--- config.mk ---
export PLATFORM = sky130hd
export DESIGN_NAME = lfsh_top
export DESIGN_NICKNAME = d
export VERILOG_FILES = /design/src/core/lfsh_pkg.sv /design/src/core/lfsh_link_if.sv /design/src/core/lfsh_gate.sv /design/src/core/lfsh_flag.sv /design/src/core/lfsh_top.sv
export VERILOG_INCLUDE_DIRS = /design/src /design/src/core
export SDC_FILE = /design/constraint.sdc
export NUM_CORES = 1
export LEC_CHECK = 0
export ABC_AREA = 0
export BUFFER_PORTS_ARGS = -buffer_cell sky130_fd_sc_hd__buf_4
export CAP_MARGIN = 20
export CORE_AREA = 5 5 505 507
export DETAILED_ROUTE_END_ITERATION = 12
export DIE_AREA = 0 0 510 512
export RECOVER_POWER = 50
export SLEW_MARGIN = 20
export SYNTH_ARGS = -nofsm -noshare
export SYNTH_HDL_FRONTEND = slang
export SYNTH_SLANG_ARGS = --single-unit
--- constraint.sdc ---
create_clock -name clk -period 3.45 [get_ports clk]
set_clock_uncertainty 0.1 [all_clocks]
set_input_delay 0.345 -clock clk [delete_from_list [all_inputs] [get_ports clk]]
set_output_delay 0.345 -clock clk [all_outputs]
set_load 0.03 [all_outputs]
--- src/core/lfsh_map.svh ---
// Register offsets, field positions, reset values of the fault handler
`ifndef LFSH_MAP_SVH
`define LFSH_MAP_SVH
`define LFSH_STN 64
`define LFSH_PTS 4
`define LFSH_IDX_LERR0 8'h04
`define LFSH_IDX_LERR3 8'h07
`define LFSH_IDX_RIOE0 8'h08
`define LFSH_IDX_RIOE3 8'h0B
`define LFSH_IDX_FLAGS 8'h1D
`define LFSH_IDX_CTRL 8'h30
`define LFSH_IDX_IRQ_ST 8'h31
`define LFSH_IDX_IRQ_MSK 8'h32
`define LFSH_FLG_SOME 0
`define LFSH_FLG_ALL 1
`define LFSH_FLG_RIO 2
`define LFSH_CTRL_STOP 0
`define LFSH_CTRL_LINK 1
`define LFSH_CTRL_RST 2'h2
`define LFSH_IRQ_HALT 3
`define LFSH_IRQ_W 4
`define LFSH_IRQ_RST 4'h0
`define LFSH_FLAGS_RST 16'h0000
`endif

--- src/core/lfsh_pkg.sv ---
// Types shared by the fault handler modules
package lfsh_pkg;
`include "lfsh_map.svh"
  typedef logic [`LFSH_STN-1:0] lfsh_stn_t;
  typedef logic [`LFSH_STN*`LFSH_PTS-1:0] lfsh_img_t;
  typedef logic [15:0] lfsh_word_t;
  typedef logic [`LFSH_IRQ_W-1:0] lfsh_irq_t;
endpackage

--- src/core/lfsh_link_if.sv ---
// Signals passed between the fault handler top and its helpers
`timescale 1ns/100ps
interface lfsh_link_if;
  import lfsh_pkg::*;
  logic halt;
  lfsh_stn_t link_err;
  lfsh_stn_t pwr_off;
  lfsh_stn_t rio_err;
  logic all_fail;
  lfsh_img_t in_raw;
  lfsh_img_t out_img;
  lfsh_img_t in_gated;
  lfsh_img_t out_gated;
  lfsh_word_t flags;
  modport top (
    output halt, link_err, pwr_off, rio_err, all_fail, in_raw, out_img,
    input in_gated, out_gated, flags
  );
  modport gate (
    input halt, link_err, pwr_off, in_raw, out_img,
    output in_gated, out_gated
  );
  modport flag (
    input link_err, rio_err, all_fail,
    output flags
  );
endinterface

--- src/core/lfsh_gate.sv ---
// Per-station clearing of remote input images; output images cleared only on halt
`timescale 1ns/100ps
`include "lfsh_map.svh"
module lfsh_gate (
  lfsh_link_if.gate bus
);
  import lfsh_pkg::*;
  genvar s;
  generate
    for (s = 0; s < `LFSH_STN; s++) begin : g_stn
      // A failed or unpowered station reads as all points off
      assign bus.in_gated[s*`LFSH_PTS +: `LFSH_PTS] =
        (bus.link_err[s] || bus.pwr_off[s]) ? '0 :
        bus.in_raw[s*`LFSH_PTS +: `LFSH_PTS];
      // Outputs keep updating unless the controller itself halted
      assign bus.out_gated[s*`LFSH_PTS +: `LFSH_PTS] =
        bus.halt ? '0 :
        bus.out_img[s*`LFSH_PTS +: `LFSH_PTS];
    end
  endgenerate
endmodule

--- src/core/lfsh_flag.sv ---
// Summary flags derived from the per-station error words and the all_fail input
`timescale 1ns/100ps
`include "lfsh_map.svh"
module lfsh_flag (
  lfsh_link_if.flag bus
);
  import lfsh_pkg::*;
  always_comb begin
    bus.flags = `LFSH_FLAGS_RST;
    bus.flags[`LFSH_FLG_SOME] = |bus.link_err;
    bus.flags[`LFSH_FLG_ALL] = bus.all_fail;
    bus.flags[`LFSH_FLG_RIO] = |bus.rio_err;
  end
endmodule

--- src/core/lfsh_top.sv ---
// Fault handler of the field-network master: image gating and status
`timescale 1ns/100ps
`include "lfsh_map.svh"
// Operation
// - Controller halt: outputs off, link keeps running
// - Link-failed station: inputs off, outputs continue
// - Unpowered station: inputs off, outputs continue
// - Clear means off at once; continue means normal
// - Status word: one bit per error, 1 active
// - Bit 0: any link-error station bit set
// - Bit 1: link failed for all stations
// - Bit 2: any remote I/O error bit set
module lfsh_top (
  // Clock and reset
  input wire logic clk,
  input wire logic rst,
  // APB slave
  input wire logic psel,
  input wire logic penable,
  input wire logic pwrite,
  input wire logic [11:0] paddr,
  input wire logic [31:0] pwdata,
  output logic [31:0] prdata,
  output logic pready,
  output logic pslverr,
  // Controller side
  input wire logic prog_err,
  input wire logic cpu_err,
  input wire lfsh_pkg::lfsh_img_t out_img,
  output lfsh_pkg::lfsh_img_t rem_in,
  // Link side
  input wire lfsh_pkg::lfsh_img_t in_raw,
  input wire lfsh_pkg::lfsh_stn_t link_err,
  input wire lfsh_pkg::lfsh_stn_t pwr_off,
  input wire lfsh_pkg::lfsh_stn_t rio_err,
  input wire logic all_fail,
  output lfsh_pkg::lfsh_img_t rem_out,
  output logic link_run,
  // Status
  output lfsh_pkg::lfsh_word_t err_flags,
  output logic irq
);
  import lfsh_pkg::*;

  ////////////////////////////////////////////////////////////////////////
  // Internal state

  logic [1:0] ctrl_q;
  lfsh_irq_t irq_st_q;
  lfsh_irq_t irq_msk_q;
  lfsh_irq_t irq_ev;
  lfsh_word_t flags_q;
  lfsh_img_t rem_in_q;
  lfsh_img_t rem_out_q;
  logic link_run_q;
  logic irq_q;
  logic [31:0] prdata_q;
  logic [31:0] rd_d;
  logic pready_q;
  logic pslverr_q;
  logic hit_d;
  logic halt_w;
  logic halt_q;
  logic [7:0] idx;
  logic wr_acc;

  lfsh_link_if bus ();

  ////////////////////////////////////////////////////////////////////////
  // Helpers

  // Software stop acts like a program halt
  assign halt_w = prog_err || cpu_err || ctrl_q[`LFSH_CTRL_STOP];
  assign bus.halt = halt_w;
  assign bus.link_err = link_err;
  assign bus.pwr_off = pwr_off;
  assign bus.rio_err = rio_err;
  assign bus.all_fail = all_fail;
  assign bus.in_raw = in_raw;
  assign bus.out_img = out_img;

  lfsh_gate u_gate (
    .bus(bus.gate)
  );

  lfsh_flag u_flag (
    .bus(bus.flag)
  );

  ////////////////////////////////////////////////////////////////////////
  // Images and flags

  always_ff @(posedge clk) begin
    if (rst) begin
      rem_in_q <= '0;
      rem_out_q <= '0;
    end else begin
      rem_in_q <= bus.in_gated;
      rem_out_q <= bus.out_gated;
    end
  end

  // Reloaded every cycle so recovery needs no software action
  always_ff @(posedge clk) begin
    if (rst) begin
      flags_q <= `LFSH_FLAGS_RST;
    end else begin
      flags_q <= bus.flags;
    end
  end

  // The network keeps running through a controller halt
  always_ff @(posedge clk) begin
    if (rst) begin
      link_run_q <= 1'b0;
    end else begin
      link_run_q <= ctrl_q[`LFSH_CTRL_LINK];
    end
  end

  always_ff @(posedge clk) begin
    if (rst) begin
      halt_q <= 1'b0;
    end else begin
      halt_q <= halt_w;
    end
  end

  ////////////////////////////////////////////////////////////////////////
  // APB slave

  assign idx = paddr[9:2];
  assign wr_acc = psel && penable && pready_q && pwrite && hit_d;

  always_comb begin
    rd_d = 32'h00000000;
    hit_d = (paddr[1:0] == 2'h0) && (paddr[11:10] == 2'h0);
    if (idx >= `LFSH_IDX_LERR0 && idx <= `LFSH_IDX_LERR3) begin
      rd_d[15:0] = link_err[(idx - `LFSH_IDX_LERR0) * 16 +: 16];
    end else if (idx >= `LFSH_IDX_RIOE0 && idx <= `LFSH_IDX_RIOE3) begin
      rd_d[15:0] = rio_err[(idx - `LFSH_IDX_RIOE0) * 16 +: 16];
    end else begin
      case (idx)
        `LFSH_IDX_FLAGS: rd_d[15:0] = flags_q;
        `LFSH_IDX_CTRL: rd_d[1:0] = ctrl_q;
        `LFSH_IDX_IRQ_ST: rd_d[`LFSH_IRQ_W-1:0] = irq_st_q;
        `LFSH_IDX_IRQ_MSK: rd_d[`LFSH_IRQ_W-1:0] = irq_msk_q;
        default: hit_d = 1'b0;
      endcase
    end
  end

  // One wait-free access phase; data prepared during setup
  always_ff @(posedge clk) begin
    if (rst) begin
      pready_q <= 1'b0;
      pslverr_q <= 1'b0;
      prdata_q <= 32'h00000000;
    end else begin
      pready_q <= psel && !penable;
      pslverr_q <= psel && !penable && !hit_d;
      if (psel && !penable) begin
        prdata_q <= (hit_d && !pwrite) ? rd_d : 32'h00000000;
      end
    end
  end

  always_ff @(posedge clk) begin
    if (rst) begin
      ctrl_q <= `LFSH_CTRL_RST;
    end else if (wr_acc && idx == `LFSH_IDX_CTRL) begin
      ctrl_q <= pwdata[1:0];
    end
  end

  always_ff @(posedge clk) begin
    if (rst) begin
      irq_msk_q <= `LFSH_IRQ_RST;
    end else if (wr_acc && idx == `LFSH_IDX_IRQ_MSK) begin
      irq_msk_q <= pwdata[`LFSH_IRQ_W-1:0];
    end
  end

  ////////////////////////////////////////////////////////////////////////
  // Interrupts

  // Events are rising edges of the summary flags and of the halt
  assign irq_ev[`LFSH_FLG_SOME] = bus.flags[`LFSH_FLG_SOME] &&
    !flags_q[`LFSH_FLG_SOME];
  assign irq_ev[`LFSH_FLG_ALL] = bus.flags[`LFSH_FLG_ALL] &&
    !flags_q[`LFSH_FLG_ALL];
  assign irq_ev[`LFSH_FLG_RIO] = bus.flags[`LFSH_FLG_RIO] &&
    !flags_q[`LFSH_FLG_RIO];
  assign irq_ev[`LFSH_IRQ_HALT] = halt_w && !halt_q;

  // A new event beats a clear in the same cycle
  always_ff @(posedge clk) begin
    if (rst) begin
      irq_st_q <= `LFSH_IRQ_RST;
    end else if (wr_acc && idx == `LFSH_IDX_IRQ_ST) begin
      irq_st_q <= (irq_st_q & ~pwdata[`LFSH_IRQ_W-1:0]) | irq_ev;
    end else begin
      irq_st_q <= irq_st_q | irq_ev;
    end
  end

  always_ff @(posedge clk) begin
    if (rst) begin
      irq_q <= 1'b0;
    end else begin
      irq_q <= |(irq_st_q & irq_msk_q);
    end
  end

  ////////////////////////////////////////////////////////////////////////
  // Outputs

  assign prdata = prdata_q;
  assign pready = pready_q;
  assign pslverr = pslverr_q;
  assign rem_in = rem_in_q;
  assign rem_out = rem_out_q;
  assign link_run = link_run_q;
  assign err_flags = flags_q;
  assign irq = irq_q;

  generate
    for (genvar s = 0; s < `LFSH_STN; s++) begin : g_chk

    end
  endgenerate
endmodule

==> results of run 1 <==
## final cells by class
class                      instances  area, sq um
fill                           28286       210000
timing repair buffer            2038        16190
sequential                       546        10930
multi-input combinational        863         5827
tap                             3348         4189
clock buffer                      95         2052
clock inverter                    43        649.4
antenna                           53        132.6
inverter                           3        11.26
## sequential cells by signal, indices dropped and copies added, names as in the netlist, 2 cells and up
name       count
rem_in       256
rem_out      256
ctrl_q         2
err_flags      3
prdata        16
irq_st_q       4
irq_msk_q      4
## power by group through the flow
stage	Clock (mW)	Combinational (mW)	Sequential (mW)
2_1_floorplan	0	0.358	6.99
3_3_place_gp	0	2.27	6.68
3_5_place_dp	0	2.26	6.68
4_1_cts	9.14	2.96	6.55
5_1_grt	9.32	3.00	6.55
6_report	8.72	2.83	6.54
## metal layers
metal	routed length [um]	GRT usage [%]
met1	80280	17.31
met2	87660	22.99
met3	39880	12.54
met4	10980	7.158
met5	201	0
## critical path: stages
cell	delay [ps]
dlygate4sd3_1	550
buf_4	140
nor4_1	160
dlygate4sd3_1	580
nand4_1	60
dlygate4sd3_1	580
nor4_1	440
dlygate4sd3_1	640
nor2_1	40
## synthesized netlist by cell type (all sizes together), types with 2 or more instances
cell type    n  area (sq um)
a2111oi      2         55.05
a21boi       2         15.01
a21o         2         15.01
a21oi       25         125.1
a22o         2         17.52
a22oi        5         37.54
a31o         2         17.52
and2       516          3228
and3        13         92.58
and4         3         26.28
buf         40         282.8
clkbuf      48         240.2
dfxtp      546         10930
ha           4         50.05
inv          3         11.26
mux2i        2         20.02
mux4        32         754.5
nand2       36         135.1
nand3       14         70.07
nand4        8         50.05
nor2        21         78.83
nor2b        5         31.28
nor3        68         340.3
nor4        37         231.5
nor4b        2         17.52
o211a        2         20.02
o21ai        4         20.01
o22ai       12         75.07
o2bb2ai      4         35.03
o31ai        3         22.52
or2b         2         17.52
## path summary, 6_finish.rpt
path / depth (start not counted) / slack (ps) / end / from
max: 9 / 380 / err_flags[2] / rio_err[60]
max reg2reg: 4 / 600 / rem_out[210] / ctrl_q[0]
min: 4 / 130 / ctrl_q[0] / paddr[2]
min reg2reg: 2 / 350 / prdata[9] / prdata[9]
## cells in the final DEF (no fill, tap or decap), types with 10 or more instances in the layout
master | Yosys | final
conb_1 | 1 | 29
dfxtp_1 | 546 | 546
clkbuf_16 | 0 | 75
and2_1 | 516 | 323
clkbuf_8 | 6 | 10
nor3_1 | 68 | 60
nand2_1 | 36 | 36
and2_0 | 0 | 193
buf_4 | 30 | 1035
nand3_1 | 14 | 14
nor4_1 | 37 | 36
nor2_1 | 21 | 21
diode_2 | 0 | 53
mux4_2 | 23 | 23
a21oi_1 | 25 | 25
bufinv_16 | 0 | 11
clkbuf_1 | 42 | 269
dlygate4sd3_1 | 0 | 740
o22ai_1 | 12 | 12
## metrics by stage
step / util (%) / cells / hold WS (ps)
floorplan: - / 1500 / 347.2
global placement: 12.30 / 6058 / 347.2
detailed placement: 12.30 / 6058 / 347.4
CTS: 16.34 / 6936 / 1.753
global route: 15.97 / 6968 / 96.11
finish: 15.99 / 6989 / 134.6
## cells by family (layout without fill, tap and decap cells)
| group | Yosys count | in the layout | synth area share (%) |
|---|---|---|---|
| buffers and inverters | 91 | 2179 | 3.120 |
| flip-flops | 546 | 546 | 63.82 |
| adder cells (fa/ha/maj) | 4 | 4 | 0.2922 |
| AO/OA/AOI/OAI | 66 | 66 | 2.718 |
| other | 1 | 82 | 0.02190 |
| AND/OR/NAND/NOR | 730 | 730 | 25.50 |
| multiplexers | 34 | 34 | 4.522 |
==> flow_summary.yaml, run 1 <==
power:
  clkPwrFrac_pct: 48.2
  p_switching_mw: 5.194
  switching_share_pct: 28.70
  p_per_area_nw_per_um2: 452.7
  p_seq_share_pct: 36.2
  vdd_drop_max_mv: 0.3903
  p_comb_share_pct: 15.7
  p_leak_nw: 16.95
  total_power_mw: 18.10
  p_int_mw: 12.90
cts:
  clock_path_buffers: 3
  postCtsSetupRepairBufs: 0
  ctsResizeCount: 0
  holdBufCountCts: 740
  clock_sinks: 546
  cts_tree: "built"
  clkLatencyLatePin_ps: 690
  numCtsBuffers: 75
  cts_max_level: 3
  clkTransAtPathRegs_ps: 60
  cts_root_buffer: "clkbuf_16"
floorplanning:
  coreArea_sq_um: 250000
  die_w_um: 510
  die_y_um: 512
  start_util_pct: 6.850
  core.rowCount: 184
  ios: 1320
  die-area_sq_um: 261100
finish:
  nNetsFinal: 4287
  post-route-cell-area_sq_um: 39980
  areaGrowthSynthToFinish_pct: 133.4
  drive_gt1_share_pct: 33.97
global_route:
  grt_pass1_wl_um: 262800
  antenna_found_initial: 144
  track_usage_pct: 16.06
  grt_max_degree: 117
  grt_pass1_vias: 22411
  grt-ovfl-total: 0
critical_path:
  worstPathRequired_ps: 3920
  critPathMaxFanout: 2
  crit_type: "input port to flip-flop"
  endpoint_kind: "flip-flop"
  worstPathArrival_ps: 3550
  critPathLaunchType: "input port"
synth:
  synth_edf_count: 0
  syn-cell-area_sq_um: 17130
  ys_async_sr_fraction_pct: 0
  netlist_instances: 1472
  yosysWarnings: 0
  synth_area_per_cell_sq_um: 11.63
  synthFlopType: "dfxtp_1"
  ys_ff_latch: 546
  synth_cell_types: 46
  ys_seq_area_share_pct: 63.82
hold_path:
  hold_class: "input port to flip-flop"
timing:
  period_minus_slack_ps: 3074
  slew_violations: 109
  worst_pin_slew_ps: 1788
  rsz0062_at_grt: "false"
  hold_viol: 0
  finalSetupViolCount: 0
  finalSetupTns_ps: 0
  max_freq_mhz: 325.3
  slew_headroom_pct: -19.17
  timing.final.ws_setup_ps: 375.9
  period_share_pct: 89.10
route:
  wl_per_cell_um: 31.34
  vias: 20815
  drtPass1Iterations: 6
  wirelength_um: 219000
  drt-initial-drc-count: 1267
  drc: 0
  ant_nets: 0
  route.detailed.vias_per_inst: 2.978
placed_design:
  dpl_worst_slack_ps: 794.6
  gp_congestion: 0.9500
  detailed_place_hpwl_um: 193300
  place_area_sq_um: 30760
  numPortBuffers: 1262
status:
  failed_checks: "max-capacitance violations, max-slew violations"
  status: "complete, but fails checks"
run:
  drv_cap: 1
Note: power is estimated with default switching activity, not from simulation.
==> run 2: changes to the inputs <==
Settings changed: BUFFER_PORTS_ARGS -buffer_cell sky130_fd_sc_hd__buf_4 to unset, CORE_AREA 5 5 505 507 to 5 5 517 519, DIE_AREA 0 0 510 512 to 0 0 522 524, DONT_BUFFER_PORTS set to 1.
==> run 2 against run 1 <==
Compared with the run above:
- the flow still finishes with violations (max-capacitance violations, max-slew violations)
- largest cell class is now registers
- flip-flop and latch count unchanged
- highest routed layer unchanged
- worst hold slack worse by 66 ps
- cell count down 14%
- non-clock buffer count shrank 1205
==> flow_summary.yaml, run 2 (same netlist as run 1, synthesis figures left out) <==
critical_path:
  cp_slowest_cell: "a2111oi_4"
  endpoint_kind: "flip-flop"
  rrSetupSlack_ps: 160
  r2r-end: "irq_st_q[3]"
  crit_buf_inv: 3
  critPathLaunch: "paddr[10]"
  critPathMaxFanout: 13
  worstPathCellList: "dlygate4sd3_1 -> nor4_1 -> nand2_1 -> a2111oi_4 -> dlygate4sd3_1 -> o22ai_1 -> dlygate4sd3_1 -> a21oi_1"
  r2r_start: "pready"
  worstPathArrival_ps: 3990
  r2r.worst_path.cells: 8
  path_common_cell: "dlygate4sd3_1"
  crit_cells: 8
  critPathCapture: "prdata[15]"
  max_stage_delay_ps: 790
  crit_type: "input port to flip-flop"
  critPathLaunchType: "input port"
  worstPathRequired_ps: 4050
  cpLargestDelayFamily: "buffers and inverters"
placed_design:
  gp_congestion: 1.046
  numPortBuffers: 0
  dp_cells: 4947
  dpl_worst_slack_ps: 500.4
  detailed_place_hpwl_um: 208700
global_route:
  grt_pass1_wl_um: 275900
  grt-ovfl-total: 0
  grt_pass1_vias: 17759
  track_usage_pct: 16.74
  grt_max_degree: 172
  antenna_found_initial: 243
route:
  drc: 0
  route.detailed.vias_per_inst: 2.892
  drt-initial-drc-count: 1071
  wirelength_um: 240300
  ant_nets: 0
  vias: 17349
  drtPass1Iterations: 6
  wl_per_cell_um: 40.06
timing:
  finalSetupTns_ps: 0
  rsz0062_at_grt: "false"
  period_share_pct: 98.32
  period_minus_slack_ps: 3392
  timing.final.ws_setup_ps: 58.07
  max_freq_mhz: 294.8
  worst_pin_slew_ps: 2388
  slew_violations: 18
  hold_viol: 0
  slew_headroom_pct: -59.18
  finalSetupViolCount: 0
cts:
  cts_root_buffer: "clkbuf_16"
  clock_sinks: 546
  cts_tree: "built"
  clkLatencyLatePin_ps: 780
  cts_max_level: 3
  clkTransAtPathRegs_ps: 60
  clock_path_buffers: 4
  numCtsBuffers: 79
  postCtsSetupRepairBufs: 0
floorplanning:
  core.rowCount: 188
  die-area_sq_um: 273500
  ios: 1320
  die_w_um: 522
  coreArea_sq_um: 261600
  start_util_pct: 6.548
  die_y_um: 524
power:
  p_per_area_nw_per_um2: 530.4
  vdd_drop_max_mv: 0.3526
  total_power_mw: 17.19
  p_leak_nw: 11.89
hold_path:
  hold_class: "input port to flip-flop"
finish:
  final_cell_mix: "dlygate4sd3_1 (811), dfxtp_1 (542), and2_1 (269)"
  regArea_sq_um: 10940
  final_cells: 6000
  fillCellCount: 29529
  multi_input_area_sq_um: 5878
  drive_gt1_share_pct: 8.445
  final_common_cell: "dlygate4sd3_1"
  nNetsFinal: 3086
  areaGrowthSynthToFinish_pct: 89.23
status:
  status: "complete, but fails checks"
  failed_checks: "max-capacitance violations, max-slew violations"
run:
  drv_cap: 1
-- run 2: power by group --
group / switching, mW / internal [mW] / total (mW) / leakage [nW]
clock: 3.48 / 5.20 / 8.68 / 1.29
combinational: 0.630 / 0.687 / 1.32 / 6.15
sequential: 0.718 / 6.48 / 7.20 / 4.45
-- run 2: worst reg2reg max path: cells and delay by family (launching register included) --
kind / cells / cell delay, ps
buf+inv: 3 / 1720
simple gates: 4 / 760
flops: 1 / 450
compound gates: 1 / 140
-- run 2: cell type report --
class | count | area share, %
well taps | 3515 | 13.57
repair buffers | 833 | 25.48
multi-input cells | 863 | 18.14
clock inverters | 38 | 1.695
clock buffers | 97 | 6.525
diodes | 105 | 0.8107
inverters | 3 | 0.03475
flip-flops and latches | 546 | 33.74
-- run 2: what timing repair did --
action,4_1_cts,5_1_grt
hold endpoints to repair,546,0
endpoints found under the setup margin,0,2
hold buffers,813,0
resized for setup,0,2
-- run 2: worst min path at each step --
stage / from / endpoint / cells after the start
floorplan: irq_msk_q[3] / irq_msk_q[3] / 2
global placement: irq_msk_q[3] / irq_msk_q[3] / 2
global route: paddr[7] / prdata[1] / 4
detailed placement: in_raw[79] / rem_in[79] / 1
CTS: paddr[3] / prdata[9] / 4
finish: paddr[7] / prdata[1] / 4
-- run 2: per-stage QoR --
| step | cell area (sq um) | hold slack, ps | util (%) |
|---|---|---|---|
| final | 32410 | 68.98 | 12.39 |
| after global placement | 21230 | 358.1 | 8.116 |
| after global routing | 32280 | 24.94 | 12.34 |
| after floorplan | 17230 | 347.2 | - |
| after CTS | 32270 | 1.223 | 12.34 |
| after detailed placement | 21430 | 369.7 | 8.193 |
-- run 2: per-layer routing --
metal | vias to the layer above | part of all wire (%) | track usage [%]
li1 | 6654 | - | -
met1 | 7900 | 33 | 16.83
met2 | 1898 | 38 | 23.24
met3 | 781 | 22 | 16.29
met4 | 116 | 5.4 | 7.022
met5 | - | 0.35 | 0.3292
